==> src/ahrp_params.svh <==
// constants for the array host register port
`ifndef AHRP_PARAMS_SVH
`define AHRP_PARAMS_SVH
// ===========================================
// register area offsets (low nibble of host byte offset)
`define CTRL_OFS      4'h0
`define SHIFT_OFS     4'h2
`define XFER_OFS      4'h4
`define IO_AREA_BYTES 32'd16
`define MEM_BYTES_DEF 32'h00020000
// ===========================================
// control word bit positions
`define B_RUN     15
`define B_IRQ_EN  14
`define B_FLAG    13
`define B_SPARE   12
`define B_MIRQ    11
`define B_RESET   10
`define B_STEP    9
`define B_PEND    8
// ===========================================
// chain layout and timing
`define CHAIN_W   128
`define WORD_W    16
`define MCLK_NS   10
`define SHIFT_NS  20*`MCLK_NS
`define SHIFT_CYC ((`SHIFT_NS + `MCLK_NS - 1) / `MCLK_NS)
`endif

==> src/ahrp_pkg.sv <==
// types for the array host register port
package ahrp_pkg;
	typedef enum logic [2:0] {
		ST_IDLE  = 3'h0,
		ST_MWAIT = 3'h1,
		ST_MACC  = 3'h2,
		ST_SHIFT = 3'h3,
		ST_DONE  = 3'h4
	} host_state_t;
endpackage : ahrp_pkg

==> src/array_host_register_port.sv <==
// host register port of the array board: memory window, control word, scan chain
`timescale 1ns/10ps
`default_nettype none
`include "ahrp_params.svh"
module array_host_register_port #(
	parameter logic [31:0] MEM_BYTES = `MEM_BYTES_DEF
) (
	input  wire logic          mclk,
	input  wire logic          reset,
	input  wire logic          host_req,
	input  wire logic          host_write,
	input  wire logic [1:0]    host_be,
	input  wire logic [18:0]   host_addr,
	input  wire logic [15:0]   host_wdata,
	input  wire logic          host_iack,
	output var  logic          host_ack,
	output var  logic [15:0]   host_rdata,
	output var  logic          host_irq,
	output var  logic          mem_req,
	output var  logic          mem_we,
	output var  logic [1:0]    mem_be,
	output var  logic [19:0]   mem_addr,
	output var  logic [15:0]   mem_wdata,
	input  wire logic [15:0]   mem_rdata,
	input  wire logic          mem_ack,
	input  wire logic          seq_irq_request,
	input  wire logic          arr_micro_irq_clear,
	input  wire logic          arr_par_load,
	input  wire logic [127:0]  arr_par_value,
	output var  logic          uclk,
	output var  logic          array_reset,
	output var  logic          host_sync_flag,
	output var  logic          micro_irq_request,
	output var  logic [15:0]   memory_data_reg,
	output var  logic [15:0]   memory_address_reg,
	output var  logic [7:0]    page_select_reg,
	output var  logic [87:0]   pipeline_reg
);
	localparam logic [18:0] IO_BASE = 19'(MEM_BYTES - `IO_AREA_BYTES);
	localparam int          SHIFT_N = `SHIFT_CYC;
	localparam int          BUS_W   = 40;

	// ============================================
	// host pin synchroniser: every host input passes two flops
	logic [BUS_W-1:0] sync1;
	logic [BUS_W-1:0] sync2;
	always_ff @(posedge mclk) begin
		sync1 <= {host_req, host_iack, host_write, host_be, host_addr, host_wdata};
		sync2 <= sync1;
	end
	logic        s_req;
	logic        s_iack;
	logic        s_write;
	logic [1:0]  s_be;
	logic [18:0] s_addr;
	logic [15:0] s_wdata;
	assign {s_req, s_iack, s_write, s_be, s_addr, s_wdata} = sync2;

	wire       in_io  = (s_addr >= IO_BASE);
	wire [3:0] io_ofs = s_addr[3:0];

	// ============================================
	// state
	ahrp_pkg::host_state_t state;
	ahrp_pkg::host_state_t next_state;
	logic [4:0]   cnt;
	logic [4:0]   next_cnt;
	logic [127:0] chain;                              // serial_scan_chain
	logic [127:0] next_chain;
	logic         run;
	logic         next_run;
	logic         host_irq_enable;
	logic         next_host_irq_enable;
	logic         spare_bit;
	logic         next_spare_bit;
	logic         next_host_sync_flag;
	logic         next_micro_irq_request;
	logic         force_array_reset;
	logic         next_force_array_reset;
	logic         one_cycle_step;
	logic         next_one_cycle_step;
	logic         step_active;
	logic         next_step_active;
	logic         host_irq_pending;
	logic         next_host_irq_pending;
	logic [7:0]   host_irq_vector;
	logic [7:0]   next_host_irq_vector;
	logic         next_host_ack;
	logic [15:0]  next_host_rdata;
	logic         next_host_irq;
	logic         next_mem_req;
	logic         next_mem_we;
	logic [1:0]   next_mem_be;
	logic [19:0]  next_mem_addr;
	logic [15:0]  next_mem_wdata;
	logic         next_uclk;
	logic         next_array_reset;
	logic [127:0] par;
	logic [127:0] next_par;

	function automatic logic [15:0] ctrl_word(input logic r, input logic e, input logic f,
		input logic s, input logic m, input logic p, input logic [7:0] v);
		ctrl_word = {r, e, f, s, m, 1'b1, 1'b1, p, v};
	endfunction : ctrl_word

	wire iack_hit  = s_iack && host_irq;
	wire steal     = (state == ahrp_pkg::ST_MWAIT) || (state == ahrp_pkg::ST_MACC);
	wire cycle_go  = (run || one_cycle_step) && !steal;

	always_comb begin
		next_state             = state;
		next_cnt               = cnt;
		next_chain             = chain;
		next_par               = par;
		next_run               = run;
		next_host_irq_enable   = host_irq_enable;
		next_spare_bit         = spare_bit;
		next_host_sync_flag    = host_sync_flag;
		next_micro_irq_request = micro_irq_request;
		next_force_array_reset = force_array_reset;
		next_one_cycle_step    = one_cycle_step;
		next_step_active       = step_active;
		next_host_irq_pending  = host_irq_pending;
		next_host_irq_vector   = host_irq_vector;
		next_host_ack          = host_ack;
		next_host_rdata        = host_rdata;
		next_mem_req           = mem_req;
		next_mem_we            = mem_we;
		next_mem_be            = mem_be;
		next_mem_addr          = mem_addr;
		next_mem_wdata         = mem_wdata;
		next_uclk              = uclk;
		next_array_reset       = array_reset;

		// micro-clock: a cycle is one high and one low mclk; a cleared run
		// still lets a high phase fall, so the present cycle completes
		if (uclk) begin
			next_uclk        = 1'b0;
			next_array_reset = 1'b0;
			if (step_active) begin
				next_one_cycle_step = 1'b0;
				next_step_active    = 1'b0;
			end
		end else if (cycle_go) begin
			next_uclk        = 1'b1;
			next_step_active = !run;
			if (run && force_array_reset) begin
				next_array_reset       = 1'b1;
				next_force_array_reset = 1'b0;
			end
		end

		if (arr_micro_irq_clear)
			next_micro_irq_request = 1'b0;
		if (arr_par_load)
			next_par = arr_par_value;

		case (state)
			ahrp_pkg::ST_IDLE: begin
				if (iack_hit) begin
					next_host_rdata       = {8'h00, host_irq_vector};
					next_host_irq_pending = 1'b0;
					next_host_ack         = 1'b1;
					next_state            = ahrp_pkg::ST_DONE;
				end else if (s_req && !in_io) begin
					next_mem_we    = s_write;
					next_mem_be    = s_be;
					next_mem_addr  = {s_addr[18:1], 2'b00};
					next_mem_wdata = s_wdata;
					next_state     = ahrp_pkg::ST_MWAIT;
				end else if (s_req) begin
					next_host_rdata = 16'h0000;
					next_host_ack   = 1'b1;
					next_state      = ahrp_pkg::ST_DONE;
					case (io_ofs)
						`CTRL_OFS: begin
							if (!s_write) begin
								next_host_rdata = ctrl_word(run, host_irq_enable,
									host_sync_flag, spare_bit, micro_irq_request,
									host_irq_pending, host_irq_vector);
							end else begin
								if (s_be[1]) begin
									next_run             = s_wdata[`B_RUN];
									next_host_irq_enable = s_wdata[`B_IRQ_EN];
									next_host_sync_flag  = s_wdata[`B_FLAG];
									next_spare_bit       = s_wdata[`B_SPARE];
									if (s_wdata[`B_MIRQ])
										next_micro_irq_request = 1'b1;
									else if (!arr_micro_irq_clear)
										next_micro_irq_request = 1'b0;
									if (s_wdata[`B_RESET])
										next_force_array_reset = 1'b1;
									if (s_wdata[`B_STEP])
										next_one_cycle_step = 1'b1;
									if (!s_wdata[`B_IRQ_EN] && !seq_irq_request)
										next_host_irq_pending = 1'b0;
								end
								if (s_be[0])
									next_host_irq_vector = s_wdata[7:0];
							end
						end
						`SHIFT_OFS: begin
							next_host_ack = 1'b0;
							next_cnt      = 5'd0;
							next_state    = ahrp_pkg::ST_SHIFT;
						end
						`XFER_OFS: begin
							if (s_write)
								next_par = chain;
							else
								next_chain = par;
						end
						default: next_host_rdata = 16'h0000;
					endcase
				end
			end
			ahrp_pkg::ST_MWAIT: begin
				// wait for the low phase so the running cycle completes first
				if (!uclk)
					next_mem_req = 1'b1;
				if (mem_req)
					next_state = ahrp_pkg::ST_MACC;
			end
			ahrp_pkg::ST_MACC: begin
				if (mem_ack) begin
					next_mem_req    = 1'b0;
					next_host_rdata = mem_rdata;
					next_host_ack   = 1'b1;
					next_state      = ahrp_pkg::ST_DONE;
				end
			end
			ahrp_pkg::ST_SHIFT: begin
				// one bit per mclk, msb of the word first; idle tail pads to 20
				if (cnt < 5'd16) begin
					next_chain = {chain[126:0],
						s_write ? s_wdata[4'd15 - cnt[3:0]] : 1'b0};
					next_host_rdata = {host_rdata[14:0], chain[127]};
				end
				next_cnt = cnt + 5'd1;
				if (cnt == 5'(SHIFT_N - 1)) begin
					next_host_ack = 1'b1;
					next_state    = ahrp_pkg::ST_DONE;
				end
			end
			ahrp_pkg::ST_DONE: begin
				if (!s_req && !s_iack) begin
					next_host_ack = 1'b0;
					next_state    = ahrp_pkg::ST_IDLE;
				end
			end
			default: next_state = ahrp_pkg::ST_IDLE;
		endcase

		if (seq_irq_request)
			next_host_irq_pending = 1'b1;
		next_host_irq = next_host_irq_pending && next_host_irq_enable;
	end

	// only the system reset clears the control bits; array_reset leaves them
	always_ff @(posedge mclk) begin
		if (reset) begin
			state             <= ahrp_pkg::ST_IDLE;
			cnt               <= 5'd0;
			chain             <= 128'h0;
			par               <= 128'h0;
			run               <= 1'b0;
			host_irq_enable   <= 1'b0;
			host_sync_flag    <= 1'b0;
			spare_bit         <= 1'b0;
			micro_irq_request <= 1'b0;
			force_array_reset <= 1'b0;
			one_cycle_step    <= 1'b0;
			step_active       <= 1'b0;
			host_irq_pending  <= 1'b0;
			host_irq_vector   <= 8'h00;
			host_ack          <= 1'b0;
			host_rdata        <= 16'h0000;
			host_irq          <= 1'b0;
			mem_req           <= 1'b0;
			mem_we            <= 1'b0;
			mem_be            <= 2'b00;
			mem_addr          <= 20'h00000;
			mem_wdata         <= 16'h0000;
			uclk              <= 1'b0;
			array_reset       <= 1'b0;
		end else begin
			state             <= next_state;
			cnt               <= next_cnt;
			chain             <= next_chain;
			par               <= next_par;
			run               <= next_run;
			host_irq_enable   <= next_host_irq_enable;
			host_sync_flag    <= next_host_sync_flag;
			spare_bit         <= next_spare_bit;
			micro_irq_request <= next_micro_irq_request;
			force_array_reset <= next_force_array_reset;
			one_cycle_step    <= next_one_cycle_step;
			step_active       <= next_step_active;
			host_irq_pending  <= next_host_irq_pending;
			host_irq_vector   <= next_host_irq_vector;
			host_ack          <= next_host_ack;
			host_rdata        <= next_host_rdata;
			host_irq          <= next_host_irq;
			mem_req           <= next_mem_req;
			mem_we            <= next_mem_we;
			mem_be            <= next_mem_be;
			mem_addr          <= next_mem_addr;
			mem_wdata         <= next_mem_wdata;
			uclk              <= next_uclk;
			array_reset       <= next_array_reset;
		end
	end

	// chain order: data reg at the top, pipeline at the bottom
	assign {memory_data_reg, memory_address_reg, page_select_reg, pipeline_reg} = par;
endmodule : array_host_register_port
`default_nettype wire

==> config.mk <==
export PLATFORM = sky130hd
export DESIGN_NAME = array_host_register_port
export DESIGN_NICKNAME = d
export VERILOG_FILES = /design/src/ahrp_pkg.sv /design/src/array_host_register_port.sv
export VERILOG_INCLUDE_DIRS = /design/src /design/src/src
export SDC_FILE = /design/constraint.sdc
export NUM_CORES = 1
export LEC_CHECK = 0
export ABC_AREA = 1
export BUFFER_PORTS_ARGS = -buffer_cell sky130_fd_sc_hd__buf_2
export CORE_MARGIN = 8
export CORE_UTILIZATION = 35
export DETAILED_ROUTE_END_ITERATION = 10
export GPL_ROUTABILITY_DRIVEN = 0
export PLACE_DENSITY_LB_ADDON = 0.3
export SETUP_SLACK_MARGIN = 0.3
export SLEW_MARGIN = 20
export SYNTH_ARGS = -nofsm -noshare
export SYNTH_HDL_FRONTEND = slang
export SYNTH_SLANG_ARGS = --single-unit
==> constraint.sdc <==
create_clock -name mclk -period 1.7 [get_ports mclk]
set_input_delay 0.51 -clock mclk [delete_from_list [all_inputs] [get_ports mclk]]
set_output_delay 0.51 -clock mclk [all_outputs]
set_load 0.02 [all_outputs]
==> impl_metrics.yaml, run 1 <==
run_status:
  status: "finished, violations left"
  failed_checks: "negative setup slack"
global_routing:
  grtUsageTotal: 0.190
  grt_start_max_net_pins: 75
  antenna_found_initial: 1
  overflow: 0
  grt_pass1_vias: 17500
  grt_pass1_wl_mm: 93.8
clocking:
  clk_path_buf_depth: 3
  cts_tree: "yes"
  cts_root_buffer: "clkbuf_16"
  clk_pin_slew_ns: 0.06
  clock_sinks: 419
  clock_latency_ns: 0.59
  cts_buffers: 46
  h-tree-depth: 2
worst_setup_path:
  crit_fanout: 7
  crit_type: "register to register"
  cp-startpoint: "state[1]"
  rr_startpoint: "state[1]"
  worstPathArrival_ns: 2.21
  critPathCaptureType: "register"
  cp.required_ns: 2.16
  critPathLaunchType: "register"
flow_run:
  cap_violations: 0
synthesis:
  synth_top_area_frac: 0.464
  ys.flop_type: "dfxtp_1"
  ys_top_cells_by_area: "dfxtp_1, nand2_1, nor2_1, nand3_1, o21ai_0"
  synth-edff-count: 0
  synth_seq_area_share: 0.464
  async_flop_share: 0
  netlist-cell-type-count: 31
  synthesis.instances: 2769
  yosys_warnings: 0
  syn_area_per_cell_um2: 6.53
  synth_top_area_cell: "dfxtp_1"
  ys_ff_latch: 419
  netlist_top_cells_count: "nand2_1, nor2_1, dfxtp_1"
  yosysMostFrequentCell: "nand2_1"
  syn_area_um2: 18100
timing:
  period_share: 1.03
  drv_slew: 0
  fin_crit_ns: 1.75
  grt_setup_unrepaired: "yes"
  setup_tns_ns: -0.697
  setup_violations: 40
  hold_viol_final: 0
  fmax_mhz: 570
  skew_ns: 0.0231
  fin_ws_ns: -0.0532
floorplanning:
  rows: 83
  initial_core_util: 0.353
  io_pins: 380
  core_area_um2: 51200
  fp.dieH_um: 243
  dieArea_um2: 59200
  fp.dieW_um: 243
route:
  num_vias: 18800
  via_per_inst: 4.69
  final_antenna_net_count: 0
  drtIter0Drc: 1304
  wl_per_cell_um: 15.6
  dr.pass1.iters: 5
  routed_wl_mm: 62.2
  drc: 0
min_path:
  hold_path.class: "primary input to register"
  min_from: "host_wdata[12]"
placed_design:
  post-place-ws_ns: -0.0133
  dp.cells: 3752
  place_area_um2: 21200
  hpwl_mm: 38.3
  io_buffer_count: 377
final_layout:
  finalNetCount: 3469
  fin_cells: 3995
  drive_gt1_frac: 0.290
  utilization: 0.512
  syn_to_final_growth_pct: 45.1
  stdcell_area_um2: 26200
power:
  p_leak_nw: 13.6
  max-vdd-ir-drop_uv: 705
  powerDensity_nw_per_um2: 1090
-- power breakdown --
group | internal, mW | total, mW | leakage (nW) | switching, mW
Sequential | 10.7 | 11.3 | 3.47 | 0.632
Clock | 6.10 | 10.3 | 0.795 | 4.22
Combinational | 3.15 | 6.93 | 9.33 | 3.78
Total | 20.0 | 28.6 | 13.6 | 8.63
-- cell usage in the layout (no fill, tap or decap), types with 38 or more instances in the layout --
cell       synthesis  final
nand2_2            2     42
inv_1            172    170
buf_6             14     94
buf_4             12    135
dfxtp_1          419    330
o21ai_0          147    135
nand2_1          957    902
nor2_2             3     59
nand3_1          176    158
nor2_1           589    523
dfxtp_2            0     71
buf_12             0     38
a21oi_1           88     75
buf_2             37    299
clkbuf_16          0     64
-- logic make-up (layout without fill, tap and decap cells) --
| family | Yosys count | count (layout) | share of synthesized area |
|---|---|---|---|
| simple gates | 1755 | 1757 | 0.382 |
| flops | 419 | 419 | 0.464 |
| buf+inv | 351 | 893 | 0.0841 |
| compound gates | 238 | 238 | 0.0668 |
| xor+xnor | 2 | 2 | 0.000969 |
| mux | 2 | 2 | 0.00111 |
| fa+ha+maj | 1 | 1 | 0.000692 |
| other cells | 1 | 3 | 0.000207 |
-- through the flow --
stage | hold slack, ns | total power [mW]
finish | 0.0349 | 28.6
global route | 0.00203 | 29.9
CTS | 0.000153 | 28.2
detailed placement | 0.312 | 16.3
global placement | 0.310 | 16.2
floorplan | 0.310 | 14.4
-- final timing paths --
kind                    end  slack, ns  cells past startpoint
hold / removal    sync1[12]       0.03                      1
hold reg to reg   sync2[11]       0.32                      0
setup / recovery  chain[45]      -0.05                     10
setup reg to reg  chain[45]      -0.05                     10
-- flip-flops by register name, indices dropped and copies added, names as in the netlist, 2 cells and up --
name             flops
sync1               40
mem_addr            18
host_irq_vector      8
chain              128
mem_be               2
host_rdata          16
par                128
state                3
cnt                  5
mem_wdata           16
sync2               40
-- routing by layer --
layer	vias up	part of all wire	GRT usage	wire [um]
li1	9575	-	-	-
met1	8597	0.45	0.249	27900
met2	490	0.47	0.314	29400
met3	93	0.055	0.0351	3420
met4	0	0.023	0.0557	1450
met5	-	0	0	0
-- final cells by class --
class / instances / area (um2)
Clock buffer: 73 / 1460
Fill cell: 4942 / 25000
Sequential cell: 419 / 8540
Inverter: 176 / 673
Multi-Input combinational cell: 2002 / 8890
Timing Repair Buffer: 633 / 5670
Tap cell: 680 / 851
Clock inverter: 11 / 135
Antenna cell: 1 / 2.50
-- worst max-delay path, cell delays in order (launching register included) --
cell,delay [ns]
dfxtp_4,0.37
nor2_4,0.11
nand2_4,0.11
nor3_4,0.19
nand2_2,0.09
nand2_4,0.11
nand2_8,0.11
clkbuf_16,0.21
clkbuf_16,0.16
nor2_1,0.10
nor2_1,0.06
-- timing repair --
action                     CTS  global route
setup endpoints to repair  521           524
hold endpoints to repair    23             0
hold buffers                23             0
gates resized for setup    312           199
setup buffers               83            13
cloned                      16            23
pin swaps                   13            34
No activity file was read; power rests on OpenSTA's default activity.
==> run 2, diff against run 1 <==
CORE_MARGIN = 2   (was 8)
HOLD_SLACK_MARGIN = 0.12   (was not set)
==> impl_metrics.yaml, run 2 (same netlist as run 1, synthesis figures left out) <==
worst_setup_path:
  critPathTopFamily: "buffers and inverters"
  path_common_cell: "buf_6"
  slowest_delay_ns: 0.36
  crit_fanout: 8
  cp.required_ns: 2.20
  crit_slowest_cell: "dfxtp_4"
  crit_type: "register to register"
  worstPathArrival_ns: 2.26
  crit_chain: "nor2_4, nand2_4, buf_4, buf_6, buf_6, nor2_4, buf_12, buf_6, buf_8, nand2_1, a21oi_2"
  critPathLaunchType: "register"
  critPathCaptureType: "register"
  critPathBufInv: 6
final_layout:
  syn_to_final_growth_pct: 42.2
  layout_common_cells: "nand2_1, nor2_1, dfxtp_1"
  fin_cells: 3975
  stdcell_area_um2: 25700
  drive_gt1_frac: 0.266
  finalNetCount: 3450
  reg_top3: "chain (128), par (128)"
  utilization: 0.502
  layout_commonest_cell: "nand2_1"
flow_run:
  cap_violations: 0
run_status:
  failed_checks: "negative setup slack"
  status: "finished, violations left"
route:
  routed_wl_mm: 59.2
  via_per_inst: 4.65
  dr.pass1.iters: 5
  drc: 0
  wl_per_cell_um: 14.9
  final_antenna_net_count: 0
  num_vias: 18500
  drtIter0Drc: 1075
floorplanning:
  core_area_um2: 51200
  initial_core_util: 0.353
  rows: 83
  dieArea_um2: 53500
  io_pins: 380
  fp.dieW_um: 231
  fp.dieH_um: 231
timing:
  setup_tns_ns: -1.20
  period_share: 1.04
  drv_slew: 0
  fin_crit_ns: 1.76
  maxSlewHeadroom: 0.666
  worst_slew_pin_slew_ns: 0.501
  skew_ns: 0.0230
  setup_violations: 57
  hold_viol_final: 0
  grt_setup_unrepaired: "yes"
  fin_ws_ns: -0.0628
  fmax_mhz: 567
clocking:
  h-tree-depth: 2
  clock_sinks: 419
  cts_root_buffer: "clkbuf_16"
  clk_pin_slew_ns: 0.06
  cts_tree: "yes"
  clk_path_buf_depth: 3
  cts_buffers: 47
  clock_latency_ns: 0.57
global_routing:
  grt_pass1_vias: 16700
  overflow: 0
  grt_start_max_net_pins: 99
  grt_pass1_wl_mm: 85.7
  antenna_found_initial: 2
  grtUsageTotal: 0.195
placed_design:
  io_buffer_count: 377
  post-place-ws_ns: 0.00313
  dp.cells: 3741
  place_area_um2: 21100
  hpwl_mm: 35.7
power:
  powerDensity_nw_per_um2: 1080
  p_leak_nw: 13.4
  max-vdd-ir-drop_uv: 790
min_path:
  hold_path.class: "primary input to register"
[run 2: cell count changes in the layout (fill, tap and decap cells not counted), moves of 31 or more]
| cell | previous run | this run |
|---|---|---|
| buf_6 | 94 | 63 |
| dfxtp_1 | 330 | 365 |
| buf_4 | 135 | 97 |
| buf_2 | 299 | 336 |
| dfxtp_2 | 71 | 36 |
[run 2: layout make-up]
type | instances | area (um2)
inverter | 176 | 673
antenna | 2 | 5.00
multi-input combinational | 2000 | 8920
fill | 5083 | 25500
tap | 680 | 851
clock inverter | 14 | 176
timing repair buffer | 615 | 5250
clock buffer | 69 | 1340
sequential | 419 | 8500
[run 2: path summary, 6_finish.rpt]
path         slack, ns       startpoint  depth (start not counted)          end
min reg2reg       0.32        sync1[32]                          0    sync2[32]
max              -0.06         state[0]                         11  mem_addr[3]
max reg2reg      -0.06         state[0]                         11  mem_addr[3]
min               0.19  seq_irq_request                          3     host_irq
[run 2: repair_timing]
action / CTS / global route
gates cloned: 5 / 30
setup buffers: 50 / 24
pin swaps: 10 / 37
endpoints found under the setup margin: 523 / 523
hold buffers: 40 / 0
resized for setup: 175 / 224
endpoints found under the hold margin: 40 / 0
[run 2: worst register-to-register path, delay by kind of cell (launching register included)]
kind | cells | cell delay [ns]
buffers and inverters | 6 | 0.78
AND/OR/NAND/NOR | 4 | 0.42
flip-flops | 1 | 0.36
AO/OA/AOI/OAI | 1 | 0.14
[run 2: power breakdown]
part,leakage (nW),internal (mW),total [mW],switching (mW)
logic,9.22,2.85,6.55,3.70
clock network,0.734,5.92,10.1,4.13
registers,3.46,10.7,11.3,0.615
[run 2: metal layers]
layer | wire length (um) | GRT usage | vias to the layer above
li1 | - | - | 9504
met1 | 27000 | 0.264 | 8422
met2 | 27700 | 0.319 | 489
met3 | 3210 | 0.0284 | 78
met4 | 1250 | 0.0649 | 0
met5 | 0 | 0 | -
[run 2: per-stage QoR]
step / hold WS, ns / power [mW]
5_1_grt: 0.189 / 29.2
3_3_place_gp: 0.310 / 16.2
2_1_floorplan: 0.310 / 14.4
4_1_cts: 0.142 / 27.2
6_report: 0.188 / 27.9
3_5_place_dp: 0.312 / 16.2
